### src/hw/ddcm_consts.vh
// Register indices, field positions, gain codes, reset values, quarter step and bus answer of the mixer control block
`ifndef DDCM_CONSTS_VH
`define DDCM_CONSTS_VH

// Register indices; the byte address on the bus is four times the index
`define DDCM_IDX_GLOBAL_CTRL 8'h25
`define DDCM_IDX_MIX_CTRL 8'h26
`define DDCM_IDX_ORDER_A 8'h27
`define DDCM_IDX_FREQ_B0 8'h2A
`define DDCM_IDX_FREQ_B1 8'h2B
`define DDCM_IDX_FREQ_B2 8'h2C
`define DDCM_IDX_FREQ_B3 8'h2D
`define DDCM_IDX_ORDER_B 8'h2E

// Global control fields
`define DDCM_BIT_REAL_OUT 3
`define DDCM_BIT_MIX_PHASE 0

// Mixer control fields, channel A high nibble, channel B low nibble
`define DDCM_POS_GAIN_A 6
`define DDCM_BIT_RELOAD_A 5
`define DDCM_BIT_QMIX_A 4
`define DDCM_POS_GAIN_B 2
`define DDCM_BIT_RELOAD_B 1
`define DDCM_BIT_QMIX_B 0

// Order control fields, same layout for both channels
`define DDCM_BIT_SWAP 4
`define DDCM_BIT_QDEL 3
`define DDCM_BIT_QINV 2

// Gain codes
`define DDCM_GAIN_0DB 2'h0
`define DDCM_GAIN_3DB 2'h1
`define DDCM_GAIN_6DB 2'h2

// Reset values
`define DDCM_RST_BYTE 8'h00
`define DDCM_RST_WORD 32'h00000000

// Phase step of a quarter of the sample rate: two to the thirtieth
`define DDCM_QUARTER_STEP 32'h40000000

// Fixed bus answer
`define DDCM_HRESP_OKAY 1'b0

`endif

### src/hw/ddcm_top.v
// Two-channel mixer and numeric oscillator control with AHB-Lite registers and I/Q output streams
// Function
// Gain code 00 adds nothing, 01 adds 3 dB, 10 adds 6 dB; 11 unused.
// Toggling a reload bit zeroes that oscillator phase and loads the new frequency.
// Reload bit keeps the written value; software writes it back to toggle.
// Quarter-rate enable mixes at sample rate over four, complex decimation only.
// Swap bit 0 sends I then Q; 1 sends Q then I.
// Q-delay bit 1 pairs I[n] with Q[n+1]; 0 keeps I[n], Q[n].
// Quarter-mix phase bit 1 inverts mixer phase while quarter-rate mixing.
// Channel A frequency word is four bytes, lowest first, f times 2^32 over rate.
// Real decimation forces the frequency word registers to zero.
// Channel B has its own swap, Q-delay and quarter-phase controls.
// Channel B gain field sits in bits 3-2, same encoding.
// Real-output bit 1 gives low-pass only without mixing; 0 complex.
// Mix-phase bit 1 inverts the oscillator phase.
// Software writes zero to reserved bits and expects no function from them.
// All mixer and oscillator controls are zero after reset.
`timescale 1ns/1ps
`include "ddcm_consts.vh"
module ddcm_top #(
  parameter SW = 14,
  parameter FIFO_DEPTH = 4,
  parameter FIFO_AW = 2
) (
  input wire hclk,
  input wire hresetn,
  input wire hsel,
  input wire [31:0] haddr,
  input wire [1:0] htrans,
  input wire hwrite,
  input wire [2:0] hsize,
  input wire [31:0] hwdata,
  input wire hready,
  output wire hreadyout,
  output wire hresp,
  output wire [31:0] hrdata,
  input wire [31:0] osc_freq_word_second,
  input wire [SW-1:0] sample_a,
  input wire sample_a_valid,
  output wire sample_a_ready,
  input wire [SW-1:0] sample_b,
  input wire sample_b_valid,
  output wire sample_b_ready,
  output wire [SW+1:0] iq_a,
  output wire iq_a_valid,
  input wire iq_a_ready,
  output wire [SW+1:0] iq_b,
  output wire iq_b_valid,
  input wire iq_b_ready
);
  localparam OW = SW + 2;
  localparam ST_IDLE = 3'b001;
  localparam ST_FIRST = 3'b010;
  localparam ST_SECOND = 3'b100;

  // Register file
  reg [7:0] glob_q;
  reg [7:0] mix_q;
  reg [7:0] ord_a_q;
  reg [7:0] ord_b_q;
  reg [31:0] freq_a_q;
  reg dp_wr_q;
  reg [7:0] dp_idx_q;
  reg [7:0] rd_mux;
  wire real_out;
  wire mix_phase;

  // Gain after the mixer; 3 dB is taken as 1.375, the nearest cheap shift-add
  function [OW-1:0] apply_gain;
    input [OW-1:0] x;
    input [1:0] code;
    begin
      case (code)
        `DDCM_GAIN_3DB: apply_gain = x + {{3{x[OW-1]}}, x[OW-1:3]} + {{2{x[OW-1]}}, x[OW-1:2]};
        `DDCM_GAIN_6DB: apply_gain = {x[OW-2:0], 1'b0};
        default: apply_gain = x;
      endcase
    end
  endfunction

  // Coarse quadrature mixer: the top two phase bits pick cos and sin from {1,0,-1,0}
  function [2*OW-1:0] mix_quadrant;
    input [OW-1:0] x;
    input [1:0] quad;
    reg [OW-1:0] nx;
    begin
      nx = {OW{1'b0}} - x;
      case (quad)
        2'h1: mix_quadrant = {{OW{1'b0}}, nx};
        2'h2: mix_quadrant = {nx, {OW{1'b0}}};
        2'h3: mix_quadrant = {{OW{1'b0}}, x};
        default: mix_quadrant = {x, {OW{1'b0}}};
      endcase
    end
  endfunction

  assign real_out = glob_q[`DDCM_BIT_REAL_OUT];
  assign mix_phase = glob_q[`DDCM_BIT_MIX_PHASE];

  // Zero-wait slave: never stalls, always OKAY
  assign hreadyout = 1'b1;
  assign hresp = `DDCM_HRESP_OKAY;
  assign hrdata = {24'h000000, rd_mux};

  // Address phase capture; only word-aligned addresses decode to registers
  always @(posedge hclk or negedge hresetn) begin
    if (!hresetn) begin
      dp_wr_q <= 1'b0;
      dp_idx_q <= 8'h00;
    end else if (hready) begin
      dp_wr_q <= hsel & htrans[1] & hwrite;
      dp_idx_q <= (haddr[31:10] == 22'h000000 && haddr[1:0] == 2'h0) ? haddr[9:2] : 8'hFF;
    end
  end

  // Read mux; unmapped words and reserved bits read as zero
  always @* begin
    case (dp_idx_q)
      `DDCM_IDX_GLOBAL_CTRL: rd_mux = glob_q & 8'h09;
      `DDCM_IDX_MIX_CTRL: rd_mux = mix_q;
      `DDCM_IDX_ORDER_A: rd_mux = ord_a_q & 8'h1C;
      `DDCM_IDX_FREQ_B0: rd_mux = freq_a_q[7:0];
      `DDCM_IDX_FREQ_B1: rd_mux = freq_a_q[15:8];
      `DDCM_IDX_FREQ_B2: rd_mux = freq_a_q[23:16];
      `DDCM_IDX_FREQ_B3: rd_mux = freq_a_q[31:24];
      `DDCM_IDX_ORDER_B: rd_mux = ord_b_q & 8'h1C;
      default: rd_mux = 8'h00;
    endcase
  end

  // Data phase writes; reserved bits are dropped since software must write them as zero
  always @(posedge hclk or negedge hresetn) begin
    if (!hresetn) begin
      glob_q <= `DDCM_RST_BYTE;
      mix_q <= `DDCM_RST_BYTE;
      ord_a_q <= `DDCM_RST_BYTE;
      ord_b_q <= `DDCM_RST_BYTE;
      freq_a_q <= `DDCM_RST_WORD;
    end else begin
      if (dp_wr_q) begin
        case (dp_idx_q)
          `DDCM_IDX_GLOBAL_CTRL: glob_q <= hwdata[7:0] & 8'h09;
          `DDCM_IDX_MIX_CTRL: mix_q <= hwdata[7:0];
          `DDCM_IDX_ORDER_A: ord_a_q <= hwdata[7:0] & 8'h1C;
          `DDCM_IDX_FREQ_B0: freq_a_q[7:0] <= hwdata[7:0];
          `DDCM_IDX_FREQ_B1: freq_a_q[15:8] <= hwdata[7:0];
          `DDCM_IDX_FREQ_B2: freq_a_q[23:16] <= hwdata[7:0];
          `DDCM_IDX_FREQ_B3: freq_a_q[31:24] <= hwdata[7:0];
          `DDCM_IDX_ORDER_B: ord_b_q <= hwdata[7:0] & 8'h1C;
          default: ;
        endcase
      end
      // Real mode wins over any write of the same cycle
      if (real_out) begin
        freq_a_q <= `DDCM_RST_WORD;
      end
    end
  end

  // Per-channel views of the control fields
  wire [1:0] gain_c [0:1];
  wire reload_c [0:1];
  wire qmix_c [0:1];
  wire swap_c [0:1];
  wire qdel_c [0:1];
  wire qinv_c [0:1];
  wire [31:0] word_c [0:1];
  wire [SW-1:0] smp_c [0:1];
  wire smp_valid_c [0:1];
  wire smp_ready_c [0:1];
  wire [OW-1:0] out_data_c [0:1];
  wire out_valid_c [0:1];
  wire out_ready_c [0:1];
  wire [OW-1:0] fifo_in_c [0:1];
  wire fifo_in_valid_c [0:1];
  wire fifo_in_ready_c [0:1];

  assign gain_c[0] = mix_q[`DDCM_POS_GAIN_A+1:`DDCM_POS_GAIN_A];
  assign gain_c[1] = mix_q[`DDCM_POS_GAIN_B+1:`DDCM_POS_GAIN_B];
  assign reload_c[0] = mix_q[`DDCM_BIT_RELOAD_A];
  assign reload_c[1] = mix_q[`DDCM_BIT_RELOAD_B];
  assign qmix_c[0] = mix_q[`DDCM_BIT_QMIX_A];
  assign qmix_c[1] = mix_q[`DDCM_BIT_QMIX_B];
  assign swap_c[0] = ord_a_q[`DDCM_BIT_SWAP];
  assign swap_c[1] = ord_b_q[`DDCM_BIT_SWAP];
  assign qdel_c[0] = ord_a_q[`DDCM_BIT_QDEL];
  assign qdel_c[1] = ord_b_q[`DDCM_BIT_QDEL];
  assign qinv_c[0] = ord_a_q[`DDCM_BIT_QINV];
  assign qinv_c[1] = ord_b_q[`DDCM_BIT_QINV];
  assign word_c[0] = freq_a_q;
  assign word_c[1] = real_out ? `DDCM_RST_WORD : osc_freq_word_second;
  assign smp_c[0] = sample_a;
  assign smp_c[1] = sample_b;
  assign smp_valid_c[0] = sample_a_valid;
  assign smp_valid_c[1] = sample_b_valid;
  assign sample_a_ready = smp_ready_c[0];
  assign sample_b_ready = smp_ready_c[1];
  assign iq_a = out_data_c[0];
  assign iq_b = out_data_c[1];
  assign iq_a_valid = out_valid_c[0];
  assign iq_b_valid = out_valid_c[1];
  assign out_ready_c[0] = iq_a_ready;
  assign out_ready_c[1] = iq_b_ready;

  genvar ch;
  generate
    for (ch = 0; ch < 2; ch = ch + 1) begin : g_chan
      reg [2:0] st_q;
      reg [31:0] phase_q;
      reg [31:0] step_q;
      reg reload_seen_q;
      reg [OW-1:0] i_prev_q;
      reg [OW-1:0] first_q;
      reg [OW-1:0] second_q;
      wire [OW-1:0] xin;
      wire quarter;
      wire invert;
      wire [1:0] quad;
      wire [2*OW-1:0] mixed;
      wire [OW-1:0] i_now;
      wire [OW-1:0] q_now;
      wire [OW-1:0] i_pair;
      wire take;

      // Quarter-rate mixing only exists in complex decimation
      assign quarter = qmix_c[ch] & ~real_out;
      // Oscillator inversion, and the extra inversion of the quarter-rate mixer
      assign invert = mix_phase ^ (quarter & qinv_c[ch]);
      assign quad = invert ? 2'h0 - phase_q[31:30] : phase_q[31:30];
      assign xin = {{2{smp_c[ch][SW-1]}}, smp_c[ch]};
      assign mixed = mix_quadrant(xin, quad);
      // Real mode passes the low-pass path straight through with Q at zero
      assign i_now = real_out ? xin : apply_gain(mixed[2*OW-1:OW], gain_c[ch]);
      assign q_now = real_out ? {OW{1'b0}} : apply_gain(mixed[OW-1:0], gain_c[ch]);
      // With the Q delay the held I of the previous sample pairs with this Q
      assign i_pair = qdel_c[ch] ? i_prev_q : i_now;
      assign take = smp_valid_c[ch] & (st_q == ST_IDLE);
      assign smp_ready_c[ch] = (st_q == ST_IDLE);
      assign fifo_in_valid_c[ch] = (st_q == ST_FIRST) | (st_q == ST_SECOND);
      assign fifo_in_c[ch] = (st_q == ST_SECOND) ? second_q : first_q;

      // Oscillator: any change of the reload bit restarts phase and loads the step
      always @(posedge hclk or negedge hresetn) begin
        if (!hresetn) begin
          phase_q <= `DDCM_RST_WORD;
          step_q <= `DDCM_RST_WORD;
          reload_seen_q <= 1'b0;
        end else begin
          reload_seen_q <= reload_c[ch];
          if (reload_seen_q != reload_c[ch]) begin
            phase_q <= `DDCM_RST_WORD;
            step_q <= word_c[ch];
          end else if (take) begin
            phase_q <= phase_q + (quarter ? `DDCM_QUARTER_STEP : step_q);
          end
        end
      end

      // Serialiser; the FIFO's ready stalls the sample input through the state
      always @(posedge hclk or negedge hresetn) begin
        if (!hresetn) begin
          st_q <= ST_IDLE;
          i_prev_q <= {OW{1'b0}};
          first_q <= {OW{1'b0}};
          second_q <= {OW{1'b0}};
        end else begin
          case (st_q)
            ST_IDLE: begin
              if (take) begin
                i_prev_q <= i_now;
                first_q <= swap_c[ch] ? q_now : i_pair;
                second_q <= swap_c[ch] ? i_pair : q_now;
                st_q <= ST_FIRST;
              end
            end
            ST_FIRST: begin
              if (fifo_in_ready_c[ch]) begin
                st_q <= ST_SECOND;
              end
            end
            ST_SECOND: begin
              if (fifo_in_ready_c[ch]) begin
                st_q <= ST_IDLE;
              end
            end
            default: st_q <= ST_IDLE;
          endcase
        end
      end

      ddcm_fifo #(
        .WIDTH(OW),
        .DEPTH(FIFO_DEPTH),
        .AW(FIFO_AW)
      ) u_fifo (
        .hclk(hclk),
        .hresetn(hresetn),
        .in_data(fifo_in_c[ch]),
        .in_valid(fifo_in_valid_c[ch]),
        .in_ready(fifo_in_ready_c[ch]),
        .out_data(out_data_c[ch]),
        .out_valid(out_valid_c[ch]),
        .out_ready(out_ready_c[ch])
      );
    end
  endgenerate
endmodule

### src/hw/ddcm_fifo.v
// Small synchronous FIFO with valid and ready on both sides
`timescale 1ns/1ps
module ddcm_fifo #(
  parameter WIDTH = 16,
  parameter DEPTH = 4,
  parameter AW = 2
) (
  input wire hclk,
  input wire hresetn,
  input wire [WIDTH-1:0] in_data,
  input wire in_valid,
  output wire in_ready,
  output wire [WIDTH-1:0] out_data,
  output wire out_valid,
  input wire out_ready
);
  reg [WIDTH-1:0] mem_q [0:DEPTH-1];
  reg [AW-1:0] wr_q;
  reg [AW-1:0] rd_q;
  reg [AW:0] cnt_q;
  wire push;
  wire pop;

  // Honest flags from the fill count
  assign in_ready = (cnt_q != DEPTH[AW:0]);
  assign out_valid = (cnt_q != {(AW+1){1'b0}});
  assign out_data = mem_q[rd_q];
  assign push = in_valid & in_ready;
  assign pop = out_valid & out_ready;

  // Storage is not reset; only the pointers and the fill count carry state
  always @(posedge hclk) begin
    if (push) begin
      mem_q[wr_q] <= in_data;
    end
  end

  // Pointers wrap at DEPTH so non-power-of-two depths also work
  always @(posedge hclk or negedge hresetn) begin
    if (!hresetn) begin
      wr_q <= {AW{1'b0}};
      rd_q <= {AW{1'b0}};
      cnt_q <= {(AW+1){1'b0}};
    end else begin
      if (push) begin
        wr_q <= (wr_q == DEPTH[AW-1:0] - 1'b1) ? {AW{1'b0}} : wr_q + 1'b1;
      end
      if (pop) begin
        rd_q <= (rd_q == DEPTH[AW-1:0] - 1'b1) ? {AW{1'b0}} : rd_q + 1'b1;
      end
      if (push && !pop) begin
        cnt_q <= cnt_q + 1'b1;
      end else if (pop && !push) begin
        cnt_q <= cnt_q - 1'b1;
      end
    end
  end
endmodule

### config.mk
export PLATFORM = sky130hd
export DESIGN_NAME = ddcm_top
export DESIGN_NICKNAME = d
export VERILOG_FILES = /design/src/hw/ddcm_top.v /design/src/hw/ddcm_fifo.v
export VERILOG_INCLUDE_DIRS = /design/src /design/src/hw
export SDC_FILE = /design/constraint.sdc
export NUM_CORES = 1
export LEC_CHECK = 0
export BUFFER_PORTS_ARGS = -buffer_cell sky130_fd_sc_hd__buf_2
export CAP_MARGIN = 15
export CORE_AREA = 2 2 260 262
export CTS_BUF_LIST = sky130_fd_sc_hd__clkbuf_16
export DETAILED_ROUTE_END_ITERATION = 10
export DIE_AREA = 0 0 262 264
export GPL_ROUTABILITY_DRIVEN = 0
export SETUP_SLACK_MARGIN = 0.5
export SYNTH_ARGS = -nofsm -noshare
export SYNTH_HDL_FRONTEND = slang
export SYNTH_HIERARCHICAL = 1
export SYNTH_SLANG_ARGS = --single-unit
### constraint.sdc
create_clock -name hclk -period 7.19 [get_ports hclk]
set_clock_uncertainty 0.05 [all_clocks]
set_input_delay 1.438 -clock hclk [delete_from_list [all_inputs] [get_ports hclk]]
set_output_delay 1.438 -clock hclk [all_outputs]
set_load 0.02 [all_outputs]
[Yosys cells after proc, flatten, opt, wreduce, memory -nomap -nowiden]
Memories as Yosys holds them, arrays and structs flattened.
Index checks and enable logic that the tools add are counted.
Storage, ports and cells
  bits of input ports: 138
  memories: 2
  register bits: 303
  bits in writable memories: 128
  word-level logic and storage cells: 198
  output and inout port bits: 70
Cells by class
  eq/ne operators: 38
  muxes and demuxes: 55
  $add $sub $neg: 22
  bitwise gates (word level): 17
  reductions and logical operators: 34
Memory list
  g_chan[0].u_fifo.mem_q: depth 4, width 16, read ports 1, clocked after memory_dff 0, wr ports 1, RTL line ddcm_fifo.v:17  | reg [WIDTH-1:0] mem_q [0:DEPTH-1];
  g_chan[1].u_fifo.mem_q: depth 4, width 16, read ports 1, clocked after memory_dff 0, wr ports 1, RTL line ddcm_fifo.v:17
Operator list (count)
  $mux W32: 9
  $mux W16: 12
  $pmux W32 S3: 2
  $add A16 B16 Y16: 8
  $pmux W16 S2: 4
  $add A32 B32 Y32: 2
  $eq A8 B6 Y1 const B: 8
  $pmux W8 S8: 1
  $mux W8: 5
  $mux W3: 10
  $sub A1 B14 Y15 const A: 2
  $logic_not A22 Y1: 1
  $eq A2 B2 Y1 const B: 10
  $reduce_and A2 Y1: 10
  $pmux W3 S3: 2
  $reduce_bool A2 Y1: 9
  $and A1 B1 Y1: 12
  $mux W2: 6
  $ne A2 B1 Y1 const B: 6
  $add A2 B1 Y2 const B: 4
  $eq A2 B1 Y1 const B: 4
  $add A3 B1 Y3 const B: 2
  $eq A3 B1 Y1 const B: 2
  $eq A3 B2 Y1 const B: 2
  14 further kinds: 33

[Logic depth before layout (Yosys ltp)]
  depth after elaboration: 13
  mapped depth: 20
  mapped depth without buffers: 18

[Modules after synthesis]
The synthesis kept the hierarchy.
By module, submodules not included
  ddcm_top: area an instance 23911.7 um2, cells an instance 2928, instances 1
  ddcm_fifo: area an instance 2790.2 um2, cells an instance 121, instances 2

[Least setup slack after synthesis]
Ideal clock, no wire load.
  path kind: input to register
  start point: input sample_a[0]
  end point: register g_chan[0].first_q[9]
  slack: 1550 ps
  stages: 17
  arrival time: 5523 ps
  cell sequence: inv_1 > ha_1 > or3b_2 > a21oi_1 > o21ai_1 > fa_1 > inv_1 > ha_1 > fa_1 > a21o_1 > a211o_1 > a2111oi_1 > o211ai_1 > nor3b_1 > a221oi_1 > nor2b_1 > a221o_1
On the way
  longest elaborated chain between the ends: 8
  elaborated cells between the ends (all ways): 12
Ends and longest elaborated chain
  from (decl): RTL line ddcm_top.v:38  | input wire [SW-1:0] sample_a,
  $sub A1 B14 Y15: RTL line ddcm_top.v:87  | nx = {OW{1'b0}} - x;
  $pmux W32 S3 *: RTL line ddcm_top.v:88  | case (quad)
  $add A16 B16 Y16 (2 in series): RTL line ddcm_top.v:74  | `DDCM_GAIN_3DB: apply_gain = x + {{3{x[OW-1]}}, x[OW-1:3]} + {{2{x[OW-1]}}, x[OW-1:2]};
  $pmux W16 S2: RTL line ddcm_top.v:73  | case (code)
  $mux W16: RTL line ddcm_top.v:233  | assign i_now = real_out ? xin : apply_gain(mixed[2*OW-1:OW], gain_c[ch]);
  $mux W16: RTL line ddcm_top.v:236  | assign i_pair = qdel_c[ch] ? i_prev_q : i_now;
  $mux W16 *: RTL line ddcm_top.v:271  | first_q <= swap_c[ch] ? q_now : i_pair;
  to (signal assigned): RTL line ddcm_top.v:264  | first_q <= {OW{1'b0}};
  to (signal assigned): RTL line ddcm_top.v:271
  to (decl): RTL line ddcm_top.v:213  | reg [OW-1:0] first_q;
Every way passes the cells marked *; elsewhere a longest branch is shown, timed or not.
A chain may end at the register's enable or synchronous reset.

[Final worst setup path]
  start point: register glob_q[3]
  end point: register g_chan[0].first_q[15]
On the way
  longest elaborated chain between the ends: 13
  elaborated cells between the ends (all ways): 19
Ends and longest elaborated chain
  from (decl): RTL line ddcm_top.v:57  | reg [7:0] glob_q;
  from (signal assigned): RTL line ddcm_top.v:134  | glob_q <= `DDCM_RST_BYTE;
  from (signal assigned): RTL line ddcm_top.v:142  | `DDCM_IDX_GLOBAL_CTRL: glob_q <= hwdata[7:0] & 8'h09;
  $not A1 Y1: RTL line ddcm_top.v:226  | assign quarter = qmix_c[ch] & ~real_out;
  $and A1 B1 Y1: RTL line ddcm_top.v:226
  $and A1 B1 Y1: RTL line ddcm_top.v:228  | assign invert = mix_phase ^ (quarter & qinv_c[ch]);
  $xor A1 B1 Y1: RTL line ddcm_top.v:228
  $mux W2: RTL line ddcm_top.v:229  | assign quad = invert ? 2'h0 - phase_q[31:30] : phase_q[31:30];
  $eq A2 B2 Y1 / $eq A2 B1 Y1 (equally long branches): RTL line ddcm_top.v:88
  $pmux W32 S3: RTL line ddcm_top.v:88
  $add A16 B16 Y16 (2 in series): RTL line ddcm_top.v:74
  $pmux W16 S2: RTL line ddcm_top.v:73
  $mux W16: RTL line ddcm_top.v:233
  $mux W16: RTL line ddcm_top.v:236
  $mux W16 *: RTL line ddcm_top.v:271
Marks and branches as above.

==> impl_summary.log <==
INFO  metric reg2reg_from = glob_q[3]
INFO  metric end_kind = flip-flop
INFO  metric antenna_violations_before_repair = 9
INFO  metric htree_num_levels = 2
INFO  metric global_route.usage.total = 0.227
INFO  metric static-leakage-power = 14.4 nW
INFO  metric post_cts_hold_buffer_count = 0
INFO  metric avgViaCountPerCell = 5.85
INFO  metric fillerInstances = 6216
INFO  metric rsz0062_at_grt = no
INFO  metric ir_drop = 0.174 mV
INFO  metric dieArea = 0.0692 sq mm
INFO  metric crit_start = glob_q[3]
INFO  metric synthesis_stage_register_bit_count = 431
INFO  metric hold_path_class = reg2reg
INFO  metric hold_ws = 407 ps
INFO  metric first_global_vias = 23600
INFO  metric totalWireLength = 78.5 mm
INFO  metric worst-path-max-fanout = 37
INFO  metric cts.path.max_buffers = 3
INFO  metric worst-endpoint-required = 7650 ps
INFO  metric post-route-period-util = 0.834
INFO  metric num_rows = 95
INFO  metric vias_post_dr = 24200
INFO  metric synth-edff-count = 128
INFO  metric preCtsSetupSlack = 697 ps
INFO  metric worst_hold_path.endpoint = g_chan[0].step_q[4]
INFO  metric detail-route-antenna-nets = 0
INFO  metric timing_max_transition_violations_final = 0
INFO  metric clock-sinks = 431
INFO  metric insertion_delay_to_the_later_sink_of_the_worst_skew_pair = 600 ps
INFO  metric timing.final.ws_setup = 1190 ps
INFO  metric clock_tree_from_tritoncts = yes
INFO  metric synth_most_common_cell = sky130_fd_sc_hd__nand2_1
INFO  metric avgRoutedWirePerCell = 19.0 microns
INFO  metric grt_start_max_net_pins = 80
INFO  metric cts_root_buffer = sky130_fd_sc_hd__clkbuf_16
INFO  metric synth_largest_type_area_fraction = 0.255
INFO  metric min_from = g_chan[0].step_q[4]
INFO  metric grt_first_pass_wirelength = 127 mm
INFO  metric syn2layout_area_growth = 9.45%
INFO  metric tns = 0 ps
INFO  metric post_synth.cell_area_avg = 9.30 sq um
INFO  metric ff2ff_setup_slack = 1190 ps
INFO  metric drt_first_iter_violations = 1966
INFO  metric power_per_cell_area = 238 mW/mm^2
INFO  metric firstDrtPassIters = 8
INFO  metric netlist.top_cell.by_area = sky130_fd_sc_hd__dfrtp_1
INFO  metric detail_route.drc_violations = 0
INFO  metric cts.repair_timing.setup_buffer_count = 0
INFO  metric seq_area_frac_synth = 0.388
INFO  metric power.total = 7.68 mW
INFO  metric synth.yosys.warnings = 6
INFO  metric crit-reg2reg-capture = g_chan[0].first_q[15]
INFO  metric floorplan.die.width = 262 microns
INFO  metric ys_dominant_reg_cell = sky130_fd_sc_hd__dfrtp_1
INFO  metric ys_top_cells_by_area = sky130_fd_sc_hd__dfrtp_1 (26%), sky130_fd_sc_hd__edfxtp_1 (13%), sky130_fd_sc_hd__nand2_1 (6.6%), sky130_fd_sc_hd__ha_1 (6.4%), sky130_fd_sc_hd__a21oi_1 (3.7%)
INFO  metric share_of_post_route_cells_with_drive_strength_above_1 = 0.125
INFO  metric critPathArrivalTime = 6460 ps
INFO  metric timing_worst_setup_path_type = reg2reg
INFO  metric ff2ff_path_depth = 17
INFO  metric worstMarginPinSlew = 1130 ps
INFO  metric grt_overflow = 0
INFO  metric run_status = completed
INFO  metric ctsResizeCount = 0
INFO  metric nets = 3552
INFO  metric max_cap_viol_count = 0
INFO  metric io-pin-count = 208
INFO  metric hold_violations = 0
INFO  metric dp_hpwl = 56.4 mm
INFO  metric cts.reportedPaths.clkPinSlew = 60 ps
INFO  metric max_clock_freq = 167 MHz
INFO  metric setup_violations = 0
INFO  metric post-route-min-period = 6000 ps
INFO  metric core_box_area = 0.0666 sq mm
INFO  metric setup.worst_path.start_class = flip-flop
INFO  metric synthesis.area = 0.0295 sq mm
INFO  metric cts_buffers = 49
INFO  metric synth.top_cells.by_count = sky130_fd_sc_hd__nand2_1 (521), sky130_fd_sc_hd__dfrtp_1 (301), sky130_fd_sc_hd__a21oi_1 (218), sky130_fd_sc_hd__o21ai_0 (191), sky130_fd_sc_hd__ha_1 (152)
INFO  metric synth_async_sr_flop_share = 0.703
INFO  metric die-height = 264 microns
INFO  metric yosys.cell_types.count = 111
INFO  metric hold_depth = 2
INFO  metric initial_utilization = 0.443
INFO  metric netlist_instances = 3170
INFO  metric slew-limit-headroom = 0.239
INFO  metric total_of_buffers_placed_on_input_and_output_ports = 153
through the flow:
step / util / area [sq um] / std cells
global placement: 0.462 / 30800 / 4044
detailed placement: 0.462 / 30800 / 4044
floorplan: - / 29600 / 3194
CTS: 0.485 / 32300 / 4132
finish: 0.485 / 32300 / 4137
global route: 0.485 / 32300 / 4136
area by class of cell:
class / instances / area [sq um] / area share
Sequential cell: 431 / 11400 / 0.354
Tap cell: 873 / 1090 / 0.0338
Timing Repair Buffer: 183 / 1000 / 0.0310
Multi-Input combinational cell: 2413 / 16700 / 0.517
Clock buffer: 49 / 1230 / 0.0380
Antenna cell: 5 / 12.5 / 0.000388
Clock inverter: 39 / 285 / 0.00884
Inverter: 144 / 541 / 0.0167
flip-flops by register name, indices dropped and copies added, names as in the netlist:
signal / flops
ord_b_q: 3
g_chan.reload_seen_q: 2
g_chan.u_fifo/cnt_q: 6
glob_q: 2
g_chan.phase_q: 64
dp_idx_q: 8
g_chan.u_fifo/wr_q: 4
mix_q: 8
g_chan.i_prev_q: 32
g_chan.st_q: 6
g_chan.u_fifo/rd_q: 4
g_chan.first_q: 32
g_chan.u_fifo/mem_q: 128
dp_wr_q: 1
freq_a_q: 32
ord_a_q: 3
g_chan.second_q: 32
g_chan.step_q: 64
logic make-up (layout without fill, tap and decap cells):
kind of cell / Yosys count / after routing / synth area share
adders and majority gates: 192 / 192 / 0.0916
buffers and inverters: 350 / 415 / 0.0515
other: 2 / 31 / 0.000255
AOI/OAI and AO/OA: 919 / 919 / 0.212
DFF: 431 / 431 / 0.388
muxes: 131 / 131 / 0.0630
xor gates and xnor gates: 94 / 94 / 0.0279
and+or+nand+nor: 1051 / 1051 / 0.167
metal layers:
layer / vias up / GRT usage / routed length (microns)
met3: 115 / 0.0275 / 4050
met5: - / 0 / 23
met1: 11800 / 0.321 / 35700
li1: 11600 / - / -
met2: 674 / 0.364 / 36700
met4: 4 / 0.0679 / 2120
how the worst max path moves through the flow:
stage,endpoint,slack (ps)
3_5_place_dp,g_chan[0].second_q[7],700
6_report,g_chan[0].first_q[15],1190
5_1_grt,g_chan[0].first_q[9],740
3_3_place_gp,g_chan[0].second_q[15],820
2_1_floorplan,g_chan[0].first_q[9],1550
4_1_cts,g_chan[0].first_q[9],1210
cell usage in the layout, fill, tap and decap left out, types with 49 or more instances in the layout:
cell	netlist	final
sky130_fd_sc_hd__a21o_1	77	77
sky130_fd_sc_hd__a21oi_1	218	218
sky130_fd_sc_hd__and2_1	86	86
sky130_fd_sc_hd__buf_2	19	152
sky130_fd_sc_hd__clkbuf_16	0	49
sky130_fd_sc_hd__dfrtp_1	301	300
sky130_fd_sc_hd__edfxtp_1	128	128
sky130_fd_sc_hd__ha_1	152	152
sky130_fd_sc_hd__inv_1	140	152
sky130_fd_sc_hd__mux2_2	65	65
sky130_fd_sc_hd__nand2_1	521	521
sky130_fd_sc_hd__nand3_1	62	62
sky130_fd_sc_hd__nor2_1	150	150
sky130_fd_sc_hd__nor3_1	59	57
sky130_fd_sc_hd__o21ai_0	191	191
sky130_fd_sc_hd__xnor2_1	52	50
critical path, stage by stage, from the launching register on:
cell and delay [ps]:
sky130_fd_sc_hd__dfrtp_4 650, sky130_fd_sc_hd__nand3b_1 250, sky130_fd_sc_hd__xor2_1 430, sky130_fd_sc_hd__mux2_4 450, sky130_fd_sc_hd__o21a_1 230, sky130_fd_sc_hd__o21ai_0 650
sky130_fd_sc_hd__inv_1 150, sky130_fd_sc_hd__fa_1 460, sky130_fd_sc_hd__ha_1 230, sky130_fd_sc_hd__fa_1 420, sky130_fd_sc_hd__a21o_1 220, sky130_fd_sc_hd__a211o_1 350
sky130_fd_sc_hd__a21bo_2 230, sky130_fd_sc_hd__a221o_1 360, sky130_fd_sc_hd__a2111oi_2 370, sky130_fd_sc_hd__a311oi_2 110, sky130_fd_sc_hd__a2bb2oi_1 200, sky130_fd_sc_hd__o21ai_1 110
power by group:
| group | internal, mW | switching, mW |
|---|---|---|
| Clock | 1.38 | 1.03 |
| Combinational | 0.824 | 1.26 |
| Sequential | 2.91 | 0.276 |
| Total | 5.11 | 2.57 |
(Power assumes the default switching activity.)
